<file path="config.mk">
export PLATFORM = sky130hd
export DESIGN_NAME = rngc_range_ctrl
export DESIGN_NICKNAME = d
export VERILOG_FILES = /design/src/rngc_pkg.sv /design/src/rngc_range_ctrl.sv
export VERILOG_INCLUDE_DIRS = /design/src
export SDC_FILE = /design/constraint.sdc
export NUM_CORES = 2
export LEC_CHECK = 0
export ABC_CLOCK_PERIOD_IN_PS = 21200
export BUFFER_PORTS_ARGS = -buffer_cell sky130_fd_sc_hd__buf_4
export CAP_MARGIN = 10
export CORE_ASPECT_RATIO = 0.6
export CORE_MARGIN = 2
export CORE_UTILIZATION = 40
export DETAILED_ROUTE_END_ITERATION = 10
export GPL_ROUTABILITY_DRIVEN = 0
export MAX_ROUTING_LAYER = met4
export PLACE_DENSITY_LB_ADDON = 0.12
export SLEW_MARGIN = 20
export SYNTH_ARGS = -nofsm -noshare
export SYNTH_HDL_FRONTEND = slang
export SYNTH_SLANG_ARGS = --single-unit
</file>
<file path="constraint.sdc">
create_clock -name clk -period 21.2 [get_ports clk]
set_input_delay 4.24 -clock clk [delete_from_list [all_inputs] [get_ports clk]]
set_output_delay 4.24 -clock clk [all_outputs]
set_load 0.02 [all_outputs]
</file>
<file path="src/rngc_defs.svh">
// Constants for the converter range control loop: register offsets,
// field positions, reset values and timing limits.
// Assumes inclusion by bare name from the package and the design module.
`ifndef RNGC_DEFS_SVH
`define RNGC_DEFS_SVH

// =====================================================
// Register byte offsets (Wishbone, one 32-bit word each)
`define RNGC_OFF_CTRL      8'h00
`define RNGC_OFF_IMM       8'h04
`define RNGC_OFF_AVG_THR   8'h08
`define RNGC_OFF_STEPS     8'h0c
`define RNGC_OFF_LIMITS    8'h10
`define RNGC_OFF_INTEG     8'h14
`define RNGC_OFF_SLOT      8'h18
`define RNGC_OFF_ACCUM     8'h1c
`define RNGC_OFF_DCOFS     8'h20
`define RNGC_OFF_AVGMAG    8'h24
`define RNGC_OFF_LUT       8'h28
`define RNGC_OFF_MAP       8'h2c
`define RNGC_OFF_STATUS    8'h30

// =====================================================
// Control register fields
`define RNGC_CTRL_BIAS_EN  0
`define RNGC_CTRL_SHIFT_LO 4
`define RNGC_CTRL_SHIFT_HI 8
`define RNGC_CTRL_DLY_LO   16
`define RNGC_CTRL_DLY_HI   23

// =====================================================
// Reset values
`define RNGC_RST_CTRL      32'h0000_0001
`define RNGC_RST_LIM_HI    16'hffff
`define RNGC_RST_LIM_LO    16'h0000
`define RNGC_RST_INTEG     16'h00ff
`define RNGC_RST_SLOT      16'hffff
`define RNGC_RST_MAP       8'he4

// =====================================================
// Widths and limits
`define RNGC_ACC_W         16
`define RNGC_SAMP_W        16
`define RNGC_DLY_DEPTH     256
`define RNGC_HPF_SHIFT     8

`endif

</file>
<file path="src/rngc_pkg.sv">
// Types for the converter range control loop.
// Assumes rngc_defs.svh is on the include path.
`include "rngc_defs.svh"

package rngc_pkg;

   // =====================================================
   // Wishbone request carrier
   typedef struct packed
   {
      logic        cyc;   // Cycle valid
      logic        stb;   // Strobe
      logic        we;    // Write enable
      logic [3:0]  sel;   // Byte selects
      logic [7:0]  adr;   // Byte address
      logic [31:0] dat;   // Write data
   } rngc_wb_req_s;

   // Averaged path timing phase
   typedef enum logic [1:0]
   {
      RNGC_DELAY,
      RNGC_INTEG,
      RNGC_IDLE
   } rngc_phase_e;

endpackage

</file>
<file path="src/rngc_range_ctrl.sv">
// Range control loop for one converter input: immediate and averaged
// detectors, limited attenuation accumulator, gain delay and code lookup.
// Assumes a Wishbone classic master on clk and converter samples on clk.
//
// Functional notes
// - Sample magnitude over threshold raises attenuation
// - Immediate increase beats averaged adjustment
// - Hold off immediate triggers after crossing
// - High pass filter before averaging
// - Integrate period 1 to 65536 samples
// - Shift integrator result by programmed power
// - Averaged compare only at period end
// - Above upper add increment, below lower subtract
// - Between thresholds add signed bias, disableable
// - Accumulator confined between programmable limits
// - Top three bits give attenuation step
// - Same bits drive compensating shifter gain
// - Gain bits delayed 1 to 256 clocks
// - Eight-entry 8-bit code lookup table
// - 16-bit attenuator code bus at channel rate
// - Bus mapping in four-bit groups
// - Counters pace only averaged path
// - Slot counter restarts on terminal or sync
// - Delay counter loaded with slot, starts integration
// - Integration time and period counters
// - Host writes and reads accumulator and monitors
//
// The address map and the Wishbone interface to the registers are this design's own decisions.
`timescale 1ns/10ps
`include "rngc_defs.svh"

module rngc_range_ctrl
   import rngc_pkg::*;
(
   input  wire logic                       clk,
   input  wire logic                       resetn,
   input  wire rngc_wb_req_s               wb_req,
   output logic [31:0]                     wb_dat_o,
   output logic                            wb_ack_o,
   input  wire logic [`RNGC_SAMP_W-1:0]    adc_sample,
   input  wire logic                       slot_sync,
   input  wire logic                       channel_clock,
   output logic [15:0]                     attenuator_code_bus,
   output logic [2:0]                      shifter_gain
);

   // =====================================================
   // Input synchronisers for pins from outside the domain
   logic [1:0] sync_slot_ff;     // Slot sync pin
   logic [1:0] sync_cclk_ff;     // Channel clock pin
   logic       cclk_prev_ff;     // Edge detect of synced channel clock

   // Two flops each, second stage read by logic
   always_ff @(posedge clk)
   begin
      if (!resetn)
      begin
         sync_slot_ff <= 2'h0;
         sync_cclk_ff <= 2'h0;
         cclk_prev_ff <= 1'b0;
      end
      else
      begin
         sync_slot_ff <= {sync_slot_ff[0], slot_sync};
         sync_cclk_ff <= {sync_cclk_ff[0], channel_clock};
         cclk_prev_ff <= sync_cclk_ff[1];
      end
   end

   logic cclk_rise;              // One rising edge of channel clock
   assign cclk_rise = sync_cclk_ff[1] & ~cclk_prev_ff;

   // =====================================================
   // Software registers
   logic [31:0] ctrl_ff;         // Bias enable, shift, gain delay
   logic [15:0] imm_thr_ff;      // Immediate magnitude threshold
   logic [15:0] imm_hold_ff;     // Hold-off sample count
   logic [15:0] imm_step_ff;     // Immediate attenuation step
   logic [15:0] upper_thr_ff;    // Averaged upper threshold
   logic [15:0] lower_thr_ff;    // Averaged lower threshold
   logic [15:0] inc_ff;          // Increment above upper
   logic [15:0] dec_ff;          // Decrement below lower
   logic [15:0] bias_ff;         // Signed bias between thresholds
   logic [15:0] lim_hi_ff;       // Accumulator upper limit
   logic [15:0] lim_lo_ff;       // Accumulator lower limit
   logic [15:0] integ_len_ff;    // Integration length minus one
   logic [15:0] per_count_ff;    // Periods per slot minus one
   logic [15:0] slot_len_ff;     // Slot length minus one
   logic [15:0] delay_len_ff;    // Delay before first period
   logic [7:0]  map_ff;          // Group sources for output bus
   logic [7:0]  lut_mem [0:7];   // Attenuator code table

   logic        wb_hit;          // Request seen, not yet answered
   logic        wb_wr;           // Write taking effect
   logic        acc_wr;          // Host load of the accumulator

   assign wb_hit = wb_req.cyc & wb_req.stb & ~wb_ack_o;
   assign wb_wr  = wb_hit & wb_req.we;
   assign acc_wr = wb_wr & (wb_req.adr == `RNGC_OFF_ACCUM);

   // Lane-merging write helper
   function automatic logic [31:0] merge(input logic [31:0] old_v,
                                         input logic [31:0] new_v,
                                         input logic [3:0]  sel);
      logic [31:0] r;
      r = old_v;
      for (int i = 0; i < 4; i++)
         if (sel[i])
            r[i*8 +: 8] = new_v[i*8 +: 8];
      return r;
   endfunction

   // Register writes; ack one cycle after request, dropped next cycle
   always_ff @(posedge clk)
   begin
      if (!resetn)
      begin
         ctrl_ff      <= `RNGC_RST_CTRL;
         imm_thr_ff   <= 16'h7000;
         imm_hold_ff  <= 16'h000c;
         imm_step_ff  <= 16'h2000;
         upper_thr_ff <= 16'h1000;
         lower_thr_ff <= 16'h0100;
         inc_ff       <= 16'h0100;
         dec_ff       <= 16'h0100;
         bias_ff      <= 16'h0000;
         lim_hi_ff    <= `RNGC_RST_LIM_HI;
         lim_lo_ff    <= `RNGC_RST_LIM_LO;
         integ_len_ff <= `RNGC_RST_INTEG;
         per_count_ff <= 16'h0000;
         slot_len_ff  <= `RNGC_RST_SLOT;
         delay_len_ff <= 16'h0000;
         map_ff       <= `RNGC_RST_MAP;
      end
      else if (wb_wr)
      begin
         case (wb_req.adr)
            `RNGC_OFF_CTRL:    ctrl_ff <= merge(ctrl_ff, wb_req.dat, wb_req.sel);
            `RNGC_OFF_IMM:     {imm_hold_ff, imm_thr_ff} <=
                                  merge({imm_hold_ff, imm_thr_ff}, wb_req.dat, wb_req.sel);
            `RNGC_OFF_AVG_THR: {upper_thr_ff, lower_thr_ff} <=
                                  merge({upper_thr_ff, lower_thr_ff}, wb_req.dat, wb_req.sel);
            `RNGC_OFF_STEPS:   {inc_ff, dec_ff} <= merge({inc_ff, dec_ff}, wb_req.dat, wb_req.sel);
            `RNGC_OFF_LIMITS:  {lim_hi_ff, lim_lo_ff} <=
                                  merge({lim_hi_ff, lim_lo_ff}, wb_req.dat, wb_req.sel);
            `RNGC_OFF_INTEG:   {per_count_ff, integ_len_ff} <=
                                  merge({per_count_ff, integ_len_ff}, wb_req.dat, wb_req.sel);
            `RNGC_OFF_SLOT:    {delay_len_ff, slot_len_ff} <=
                                  merge({delay_len_ff, slot_len_ff}, wb_req.dat, wb_req.sel);
            `RNGC_OFF_MAP:     {imm_step_ff, bias_ff, map_ff} <=
                                  {merge({imm_step_ff, bias_ff}, wb_req.dat, wb_req.sel),
                                   map_ff};
            `RNGC_OFF_STATUS:  map_ff <= wb_req.sel[0] ? wb_req.dat[7:0] : map_ff;
            default:           ctrl_ff <= ctrl_ff;   // Unmapped: write ignored
         endcase
      end
   end

   // Lookup table load: data[7:0] code, data[10:8] entry
   always_ff @(posedge clk)
   begin
      if (wb_wr && wb_req.adr == `RNGC_OFF_LUT && wb_req.sel[0])
         lut_mem[wb_req.dat[10:8]] <= wb_req.dat[7:0];
   end

   // =====================================================
   // Immediate detector
   logic [15:0] mag;             // Magnitude of current sample
   logic [15:0] hold_cnt_ff;     // Hold-off remaining samples
   logic        imm_fire;        // Immediate increase this cycle

   // Absolute value, saturating the most negative code
   function automatic logic [15:0] absval(input logic [15:0] v);
      if (!v[15])
         return v;
      else if (v == 16'h8000)
         return 16'h7fff;
      else
         return 16'(-v);
   endfunction

   assign mag      = absval(adc_sample);
   assign imm_fire = (mag > imm_thr_ff) && (hold_cnt_ff == 16'h0000);

   // Hold-off counter reloads on every trigger
   always_ff @(posedge clk)
   begin
      if (!resetn)
         hold_cnt_ff <= 16'h0000;
      else if (imm_fire)
         hold_cnt_ff <= imm_hold_ff;
      else if (hold_cnt_ff != 16'h0000)
         hold_cnt_ff <= hold_cnt_ff - 16'h0001;
   end

   // =====================================================
   // High-pass filter: leaky DC estimate subtracted from input
   logic signed [31:0] dc_ff;    // DC estimate, 16 fraction bits
   logic signed [16:0] hp_val;   // Input minus DC

   assign hp_val = 17'($signed(adc_sample)) - 17'(dc_ff >>> 16);

   // Estimate tracks the residue slowly
   always_ff @(posedge clk)
   begin
      if (!resetn)
         dc_ff <= 32'sh0;
      else
         dc_ff <= dc_ff + (32'($signed(hp_val)) <<< (16 - `RNGC_HPF_SHIFT));
   end

   // =====================================================
   // Timing counters: slot, delay, integration time, period count
   rngc_phase_e phase_ff;        // Averaged path phase
   logic [15:0] slot_cnt_ff;     // Slot position
   logic [15:0] dly_cnt_ff;      // Delay remaining
   logic [15:0] int_cnt_ff;      // Integration position
   logic [15:0] per_cnt_ff;      // Periods done in slot
   logic        slot_restart;    // Terminal count or sync
   logic        period_end;      // Integration period ends now

   assign slot_restart = (slot_cnt_ff == slot_len_ff) || sync_slot_ff[1];
   assign period_end   = (phase_ff == RNGC_INTEG) && (int_cnt_ff == integ_len_ff);

   // Slot counter
   always_ff @(posedge clk)
   begin
      if (!resetn || slot_restart)
         slot_cnt_ff <= 16'h0000;
      else
         slot_cnt_ff <= slot_cnt_ff + 16'h0001;
   end

   // Phase sequencing through one slot
   always_ff @(posedge clk)
   begin
      if (!resetn)
      begin
         phase_ff   <= RNGC_DELAY;
         dly_cnt_ff <= 16'h0000;
         int_cnt_ff <= 16'h0000;
         per_cnt_ff <= 16'h0000;
      end
      else if (slot_restart)
      begin
         phase_ff   <= RNGC_DELAY;
         dly_cnt_ff <= delay_len_ff;
         int_cnt_ff <= 16'h0000;
         per_cnt_ff <= 16'h0000;
      end
      else
      begin
         case (phase_ff)
            RNGC_DELAY:
            begin
               if (dly_cnt_ff == 16'h0000)
                  phase_ff <= RNGC_INTEG;
               else
                  dly_cnt_ff <= dly_cnt_ff - 16'h0001;
            end
            RNGC_INTEG:
            begin
               if (period_end)
               begin
                  int_cnt_ff <= 16'h0000;
                  per_cnt_ff <= per_cnt_ff + 16'h0001;
                  if (per_cnt_ff == per_count_ff)
                     phase_ff <= RNGC_IDLE;
               end
               else
                  int_cnt_ff <= int_cnt_ff + 16'h0001;
            end
            RNGC_IDLE:
               phase_ff <= RNGC_IDLE;                  // Wait for next slot
            default:
               phase_ff <= RNGC_IDLE;
         endcase
      end
   end

   // =====================================================
   // Integrate and dump, normalise
   logic [31:0] integ_ff;        // Magnitude sum
   logic [15:0] avg_mag_ff;      // Normalised average, held
   logic [31:0] integ_sum;       // Sum including this sample
   logic [31:0] norm;            // Shifted sum

   assign integ_sum = integ_ff + 32'(absval(hp_val[16:1]));
   assign norm      = integ_sum >> ctrl_ff[`RNGC_CTRL_SHIFT_HI:`RNGC_CTRL_SHIFT_LO];

   // Dump at period end so each period starts clean
   always_ff @(posedge clk)
   begin
      if (!resetn || slot_restart)
         integ_ff <= 32'h0;
      else if (period_end)
         integ_ff <= 32'h0;
      else if (phase_ff == RNGC_INTEG)
         integ_ff <= integ_sum;
   end

   // Held result for host monitoring
   always_ff @(posedge clk)
   begin
      if (!resetn)
         avg_mag_ff <= 16'h0000;
      else if (period_end)
         avg_mag_ff <= (norm[31:16] != 16'h0) ? 16'hffff : norm[15:0];
   end

   // =====================================================
   // Attenuation accumulator
   logic [15:0] acc_ff;          // Attenuation word
   logic [17:0] delta;           // Signed adjustment
   logic [17:0] acc_sum;         // Unclipped result
   logic [15:0] nxt_acc;         // Clipped result

   // Adjustment; immediate path wins over averaged decision
   always_comb
   begin
      delta = 18'h0;
      if (imm_fire)
         delta = {2'b00, imm_step_ff};
      else if (period_end)
      begin
         if (norm > 32'(upper_thr_ff))
            delta = {2'b00, inc_ff};
         else if (norm < 32'(lower_thr_ff))
            delta = 18'(-{2'b00, dec_ff});
         else if (ctrl_ff[`RNGC_CTRL_BIAS_EN])
            delta = {{2{bias_ff[15]}}, bias_ff};
      end
   end

   assign acc_sum = {2'b00, acc_ff} + delta;

   // Saturate at limits instead of wrapping
   always_comb
   begin
      if (acc_sum[17] || (acc_sum[16:0] < {1'b0, lim_lo_ff}))
         nxt_acc = lim_lo_ff;
      else if (acc_sum[16:0] > {1'b0, lim_hi_ff})
         nxt_acc = lim_hi_ff;
      else
         nxt_acc = acc_sum[15:0];
   end

   // Host load overrides the loop for that cycle
   always_ff @(posedge clk)
   begin
      if (!resetn)
         acc_ff <= `RNGC_RST_LIM_LO;
      else if (acc_wr)
         acc_ff <= wb_req.dat[15:0];
      else
         acc_ff <= nxt_acc;
   end

   // =====================================================
   // Gain delay line, 1 to 256 clocks
   logic [2:0] dly_mem [0:`RNGC_DLY_DEPTH-1];   // Circular gain history
   logic [7:0] wr_ptr_ff;        // Write position
   logic [7:0] rd_ptr;           // Read position

   assign rd_ptr = wr_ptr_ff - ctrl_ff[`RNGC_CTRL_DLY_HI:`RNGC_CTRL_DLY_LO];

   // Field value N gives N+1 clocks of delay
   always_ff @(posedge clk)
   begin
      if (!resetn)
         wr_ptr_ff <= 8'h00;
      else
         wr_ptr_ff <= wr_ptr_ff + 8'h01;
   end

   always_ff @(posedge clk)
   begin
      dly_mem[wr_ptr_ff] <= acc_ff[15:13];
   end

   // Shifter gain: +6 dB per attenuation step
   // Field zero would read the slot being overwritten (257 clocks), so it bypasses the ring
   always_ff @(posedge clk)
   begin
      if (!resetn)
         shifter_gain <= 3'h0;
      else if (ctrl_ff[`RNGC_CTRL_DLY_HI:`RNGC_CTRL_DLY_LO] == 8'h00)
         shifter_gain <= acc_ff[15:13];
      else
         shifter_gain <= dly_mem[rd_ptr];
   end

   // =====================================================
   // Attenuator code bus, updated on channel clock rising edges
   logic [7:0] att_code;         // Looked-up code

   assign att_code = lut_mem[acc_ff[15:13]];

   // Each 4-bit group takes the low or high nibble as mapped
   always_ff @(posedge clk)
   begin
      if (!resetn)
         attenuator_code_bus <= 16'h0000;
      else if (cclk_rise)
         for (int g = 0; g < 4; g++)
            attenuator_code_bus[g*4 +: 4] <= map_ff[g*2] ? att_code[7:4] : att_code[3:0];
   end

   // =====================================================
   // Read data path
   always_ff @(posedge clk)
   begin
      if (!resetn)
      begin
         wb_ack_o <= 1'b0;
         wb_dat_o <= 32'h0;
      end
      else
      begin
         wb_ack_o <= wb_hit;
         case (wb_req.adr)
            `RNGC_OFF_CTRL:    wb_dat_o <= ctrl_ff;
            `RNGC_OFF_IMM:     wb_dat_o <= {imm_hold_ff, imm_thr_ff};
            `RNGC_OFF_AVG_THR: wb_dat_o <= {upper_thr_ff, lower_thr_ff};
            `RNGC_OFF_STEPS:   wb_dat_o <= {inc_ff, dec_ff};
            `RNGC_OFF_LIMITS:  wb_dat_o <= {lim_hi_ff, lim_lo_ff};
            `RNGC_OFF_INTEG:   wb_dat_o <= {per_count_ff, integ_len_ff};
            `RNGC_OFF_SLOT:    wb_dat_o <= {delay_len_ff, slot_len_ff};
            `RNGC_OFF_ACCUM:   wb_dat_o <= {16'h0, acc_ff};
            `RNGC_OFF_DCOFS:   wb_dat_o <= {16'h0, dc_ff[31:16]};
            `RNGC_OFF_AVGMAG:  wb_dat_o <= {16'h0, avg_mag_ff};
            `RNGC_OFF_MAP:     wb_dat_o <= {imm_step_ff, bias_ff};
            `RNGC_OFF_STATUS:  wb_dat_o <= {13'h0, shifter_gain, 6'h0, phase_ff, map_ff};
            default:           wb_dat_o <= 32'h0;      // Unmapped reads zero
         endcase
      end
   end

endmodule

</file>
# Word level (Yosys, flattened, before mapping)
# Memories as Yosys holds them, arrays and structs flattened. A register that Yosys moved wholly into a read port is not among the register bits.
# Cells that the tools add are included.
[classes]
n_addsub = 14
n_lt_le_gt_ge = 5
n_eq_ne = 22
n_shift = 1
n_mux = 31
n_bitwise = 8
reduce_logical = 55
[op_table]
columns = ["cell", "count"]
rows = [
  ["$pmux W32 S12", 1],
  ["$mux W16", 14],
  ["$reduce_and A3 Y1", 34],
  ["$mux W18", 5],
  ["$add A16 B1 Y16 const B", 3],
  ["$eq A16 B16 Y1", 3],
  ["$eq A8 B6 Y1 const B", 5],
  ["$add A32 B16 Y32", 1],
  ["$add A32 B25 Y32", 1],
  ["$eq A16 B16 Y1 const B", 2],
  ["$eq A8 B5 Y1 const B", 4],
  ["$gt A32 B16 Y1", 1],
  ["$logic_not A16 Y1", 2],
  ["$lt A32 B16 Y1", 1],
  ["$neg A16 Y16", 2],
  ["$reduce_bool A16 Y1", 2],
  ["$shr A32 B5 Y32", 1],
  ["$sub A16 B1 Y16 const B", 2],
  ["$add A16 B18 Y18", 1],
  ["$neg A16 Y18", 1],
  ["$gt A17 B16 Y1", 1],
  ["$lt A17 B16 Y1", 1],
  ["$sub A16 B16 Y17", 1],
  ["$eq A8 B4 Y1 const B", 2],
  ["22 further kinds", 45],
]
[totals]
reg_bits = 504
ram_bits = 832
output_inout_bits = 52
mem_count = 2
[memory_table]
columns = ["memory", "words", "width", "read_ports", "rd_ports_with_merged_regs", "wr", "line_no", "text"]
rows = [
  ["dly_mem", 256, 3, 1, 1, 1, "rngc_range_ctrl.sv:361", "logic [2:0] dly_mem [0:`RNGC_DLY_DEPTH-1];"],
  ["lut_mem", 8, 8, 1, 1, 1, "rngc_range_ctrl.sv:91", "logic [7:0] lut_mem [0:7];"],
]

# Depth between registers and ports, before layout
[depth]
depth_word = 17
mapped_depth = 76
depth_no_buf = 73

# Worst setup path before layout
# Ideal clock, no wire load.
[synth_timing]
path_type = "input port to flip-flop"
startpoint = "in adc_sample[0]"
endpoint = "reg acc_ff[14]"
setup_time_ps = 133
arrival_ps = 17071
required_time_ps = 21067
slack_ps = 3996
cell_stages = 73
n_path_buf = 5
cell_sequence = "inv_1 -> ha_1 -> inv_1 -> fa_1 -> a21o_1 -> a21oi_1 -> o21bai_1 -> a21oi_1 -> o21bai_1 -> a21oi_1 -> o21bai_1 -> a21oi_1 -> o21bai_1 -> a31o_2 -> a41o_1 -> clkbuf_1 -> inv_1 -> clkbuf_1 -> (+37 left out) -> nand2b_1 -> a21o_1 -> a21oi_1 -> a2bb2oi_1 -> nor2b_1 -> xnor2_1 -> ha_1 -> a21o_1 -> a21o_1 -> a21oi_1 -> nor2b_1 -> o31a_1 -> o31ai_1 -> nand2_1 -> mux2i_4 -> buf_6 -> mux2i_1 -> o221ai_1"
[synth_via]
elab_chain_len = 16
[synth_rtl]
columns = ["element", "line_no", "text"]
rows = [
  ["from (decl)", "rngc_range_ctrl.sv:40", "input wire logic [`RNGC_SAMP_W-1:0] adc_sample,"],
  ["$sub A16 B16 Y17", "rngc_range_ctrl.sv:201", "assign hp_val = 17'($signed(adc_sample)) - 17'(dc_ff >>> 16);"],
  ["$neg A16 Y16 / $eq A16 B16 Y1 (equally long branches)", "rngc_range_ctrl.sv:179, rngc_range_ctrl.sv:176", ""],
  ["$mux W16", "rngc_range_ctrl.sv:176", "else if (v == 16'h8000)"],
  ["$mux W16", "rngc_range_ctrl.sv:174", "if (!v[15])"],
  ["$add A32 B16 Y32", "rngc_range_ctrl.sv:288", "assign integ_sum = integ_ff + 32'(absval(hp_val[16:1]));"],
  ["$shr A32 B5 Y32", "rngc_range_ctrl.sv:289", "assign norm = integ_sum >> ctrl_ff[`RNGC_CTRL_SHIFT_HI:`RNGC_CTRL_SHIFT_LO];"],
  ["$lt A32 B16 Y1", "rngc_range_ctrl.sv:328", "else if (norm < 32'(lower_thr_ff))"],
  ["$mux W18", "rngc_range_ctrl.sv:328", ""],
  ["$mux W18", "rngc_range_ctrl.sv:326", "if (norm > 32'(upper_thr_ff))"],
  ["$mux W18", "rngc_range_ctrl.sv:324", "else if (period_end)"],
  ["$mux W18 *", "rngc_range_ctrl.sv:322", "if (imm_fire)"],
  ["$add A16 B18 Y18 *", "rngc_range_ctrl.sv:335", "assign acc_sum = {2'b00, acc_ff} + delta;"],
  ["$gt A17 B16 Y1 / $lt A17 B16 Y1 (equally long branches)", "rngc_range_ctrl.sv:342, rngc_range_ctrl.sv:340", ""],
  ["$mux W16 / $logic_or A1 B1 Y1 (equally long branches)", "rngc_range_ctrl.sv:342, rngc_range_ctrl.sv:340", ""],
  ["$mux W16 *", "rngc_range_ctrl.sv:340", "if (acc_sum[17] || (acc_sum[16:0] < {1'b0, lim_lo_ff}))"],
  ["$mux W16 *", "rngc_range_ctrl.sv:353", "else if (acc_wr)"],
  ["to (signal assigned)", "rngc_range_ctrl.sv:352", "acc_ff <= `RNGC_RST_LIM_LO;"],
  ["to (signal assigned)", "rngc_range_ctrl.sv:354", "acc_ff <= wb_req.dat[15:0];"],
  ["to (signal assigned)", "rngc_range_ctrl.sv:356", "acc_ff <= nxt_acc;"],
  ["to (decl)", "rngc_range_ctrl.sv:313", "logic [15:0] acc_ff;"],
]
# Mark *: on every way between the ends. The rest lies on a longest branch, timed or not.
# A chain may end at the register's enable or synchronous reset.

# Worst setup path in the final report
[layout_timing]
startpoint = "in adc_sample[0]"
endpoint = "reg acc_ff[1]"
# The elaborated chain is that of the path after synthesis.

==> run summary <==
Synth
* **leading cell types by total area after synthesis** edfxtp_1 40%, dfxtp_1 16%, mux4_2 10%, nand2_1 4.9%, nor2_1 3.4%
* **register bit total from synthesis** 1,331
* **Yosys Warn Count** 0
* **area fraction of the dominant cell type after synthesis** 39.69%
* **number of distinct library cells after synthesis** 100
* **flip-flop cell with the highest count after synthesis** edfxtp_1
* **Post-Synthesis Cell Area** 62,950 um^2
* **sequential cell area fraction in the yosys report** 55.56%
* **mean instance size in the synthesized netlist** 11.62 um^2
* **async set or reset register ratio after synthesis** 0%
* **Mapped Cells** 5,419
* **Net Count, Synth** 5,658
* **number of flops mapped to enable cells by yosys** 832
* **Yosys top cell by area** edfxtp_1

Placed design
* **Port Buffers** 118
* **Area after DPL** 66,000 um^2
* **Post-DP HPWL** 154,100 um

Die
* **die outline area** 160,700 um^2
* **number of rows created at floorplan** 112
* **core area** 155,800 um^2
* **count of boundary I/O pins** 119
* **die height** 311.3 um
* **x dimension of the die** 516.2 um
* **effective utilization at floorplan** 40.40%

Global route
* **number of antenna violations at the first check in global routing** 22
* **wire length of the first global-routing pass** 310,600 um
* **largest net degree at the start of global routing** 106
* **sum of overflow across all layers after global routing** 0
* **via count of the first global-routing pass** 42,079
* **Total GRT Usage** 27.47%

Worst setup path
* **Crit Path Class** primary input to flop
* **worst reg-to-reg path cell count** 68
* **arrival time at the worst endpoint** 20.17 ns
* **longest individual stage delay on the worst path** 0.73 ns
* **cell with the most instances on the worst path** a21oi_1
* **required time at the worst-slack endpoint** 21.83 ns
* **largest driver fanout on the critical path** 16
* **element type at the critical path start** primary input
* **Critical Path Sink Type** flop
* **Critical-path top delay cell** a2111oi_0

Finish
* **combined area of the multi-input logic cells** 26,300 um^2
* **net count of the finished layout** 5,675
* **final design instance area without fill** 70,450 um^2
* **synthesis-to-layout area growth** 11.90%
* **share of final-layout standard cells stronger than drive strength 1** 13.85%
* **sequential cell area in the final layout** 34,990 um^2
* **fillers** 14,468

Min path
* **cell depth of the worst hold path** 2
* **class of the tightest hold or removal check** flop to flop

CTS
* **buffer depth of the longest clock path** 3
* **htree depth** 4
* **root buffer cell** clkbuf_16
* **clock latency reported for the late side of the worst-skew pair** 0.80 ns
* **quantity of gates resized following cts** 0
* **clock transition at the registers of the reported paths** 0.07 ns
* **hold buffer count at CTS** 0
* **CTS tree** built
* **Clock Sinks** 1,331
* **setup bufs post-CTS** 0
* **number of buffers created by CTS** 130

Routing
* **detailed router's first-iteration violation count** 6,331
* **number of iterations in the first detailed-routing pass** 6
* **count of antenna-violating nets left after detailed routing** 0
* **sum of routed wire length over all layers** 217,500 um
* **routed via count divided by cell count** 5.951
* **wire length per cell** 28.39 um
* **total number of vias** 45,582
* **# DRC** 0

Pwr
* **internal power contribution** 4903 uW
* **static leakage** 0.02328 uW
* **switching pwr** 2346 uW
* **IR drop worst, VDD** 122.2 uV
* **total power divided by cell area** 102.9 nW/um^2
* **switching power as a share of total power** 32.37%
* **relative contribution of sequential cells to total power** 39.5%
* **total design power** 7250 uW
* **power share of the combinational group** 27.2%
* **part of the total power dissipated in the clock network** 33.3%

Timing
* **unrepaired setup endpoints after global routing** no
* **Total Neg Setup Slack** 0 ns
* **number of hold violations in the final report** 0
* **final-report max-slew violation count** 0
* **Worst Tran Pin Value** 1.197 ns
* **Rel. slew slack** 20.15%
* **post-route clock skew** 0.03460 ns
* **Setup Viol. Count Final** 0
* **maximum achievable frequency** 51.17 MHz
* **crit path time final** 19.54 ns
* **final hold slack** 0.4571 ns
* **Period Utilization, post-route** 92.18%

Run
* **maxcap violations** 0

Status
* **run status** finished clean

power groups by stage:
stage / Clock, uW / Combinational, uW / Sequential, uW
finish: 2420 / 1970 / 2860
global route: 2550 / 2150 / 2870
CTS: 2450 / 1940 / 2860
detailed placement: 0 / 1920 / 2920
global placement: 0 / 1920 / 2920
floorplan: 0 / 1400 / 2880
per-stage QoR:
stage,setup slack (ns),std cells,util (%)
after floorplan,3.996,5419,-
after global placement,1.385,7411,42.36
after detailed placement,1.286,7411,42.36
after CTS,1.972,7644,45.15
after global routing,0.5679,7658,45.20
final,1.658,7660,45.21
state kept, by name, indices dropped and copies added, names as in the netlist, 24 cells and up:
register  cells
wb_dat_o     32
dly_mem     768
lut_mem      64
integ_ff     32
ctrl_ff      32
dc_ff        24
metal layers:
| layer | track usage (%) | vias to the layer above | wire [um] |
|---|---|---|---|
| met1 | 42.53 | 22881 | 101700 |
| met3 | 7.933 | 291 | 26020 |
| li1 | - | 20109 | - |
| met4 | 7.119 | 0 | 5537 |
| met5 | - | - | 0 |
| met2 | 34.22 | 2301 | 84230 |
cells in the mapped netlist (14+ instances only):
| cell | number |
|---|---|
| nand3_1 | 104 |
| nand2b_1 | 30 |
| buf_2 | 19 |
| nand2_1 | 816 |
| o221ai_1 | 17 |
| or2_2 | 14 |
| nor3_1 | 73 |
| a31oi_1 | 32 |
| buf_1 | 43 |
| nor2b_1 | 30 |
| a22oi_1 | 61 |
| nor2_1 | 567 |
| a211oi_1 | 54 |
| and2_1 | 25 |
| o31ai_1 | 21 |
| nor4_1 | 28 |
| xor2_1 | 121 |
| mux4_2 | 283 |
| nand4_1 | 50 |
| a41oi_1 | 16 |
| a221oi_1 | 43 |
| a21o_1 | 33 |
| o21bai_1 | 15 |
| dfxtp_1 | 499 |
| mux2i_1 | 86 |
| clkbuf_1 | 245 |
| o21a_1 | 29 |
| or3_1 | 40 |
| a22o_1 | 27 |
| and3_1 | 25 |
| o21ai_0 | 97 |
| a21oi_1 | 372 |
| ha_1 | 167 |
| inv_1 | 160 |
| o211ai_1 | 31 |
| edfxtp_1 | 832 |
| xnor2_1 | 125 |
critical path: cells and delay by family:
family | cells | cell delay, ns
xor gates and xnor gates | 1 | 0.17
AOI/OAI and AO/OA | 36 | 8.40
muxes | 3 | 1.31
and+or+nand+nor | 18 | 3.34
buffers and inverters | 5 | 0.58
adders and majority gates | 7 | 2.13
area by class of cell:
cell class / instances / area share, %
sequential: 1331 / 49.67
multi-input combinational: 3615 / 37.33
clock buffer: 174 / 5.055
tap: 2109 / 3.746
timing repair buffer: 197 / 2.174
clock inverter: 59 / 1.115
inverter: 161 / 0.8685
antenna: 14 / 0.04973
kinds of logic after synthesis:
group / Yosys count / synth area share [%]
AO/OA/AOI/OAI: 972 / 10.33
AND/OR/NAND/NOR: 1844 / 12.61
buffers and inverters: 473 / 2.878
flip-flops: 1331 / 55.56
XOR/XNOR: 246 / 3.423
multiplexers: 381 / 11.72
adder cells (fa/ha/maj): 172 / 3.478
path summary, 6_finish.rpt:
check                                  end  slack (ns)                      from
setup reg to reg      acc_ff[1]$_SDFF_PN0_        4.48      dc_ff[16]$_SDFF_PN0_
hold / removal    ctrl_ff[25]$_SDFFE_PN0P_        0.46  ctrl_ff[25]$_SDFFE_PN0P_
hold reg to reg   ctrl_ff[25]$_SDFFE_PN0P_        0.46  ctrl_ff[25]$_SDFFE_PN0P_
setup / recovery      acc_ff[1]$_SDFF_PN0_        1.66             adc_sample[0]
layout by cell type, fill, tap and decap left out, drive strengths merged, types with 13 or more instances in the layout:
cell and n:
a22o 27, buf 197, mux4 283, xor2 121, a21oi 376, nor4 29
a41oi 17, o21a 29, nor2b 30, xnor2 125, clkinv 43, nor2 568
inv 163, ha 167, a22oi 62, nor3 74, diode 14, o21ai 109
nand4 51, a211oi 57, and2 28, o21bai 15, nand3 106, edfxtp 832
o31ai 22, or3 40, o221ai 17, a221oi 43, a21o 33, o211ai 31
nand2b 30, a31oi 32, dfxtp 499, o221a 13, or2 15, mux2i 87
and3 25, nand2 817, clkbuf 174
Power figures use the tool's default switching activity.
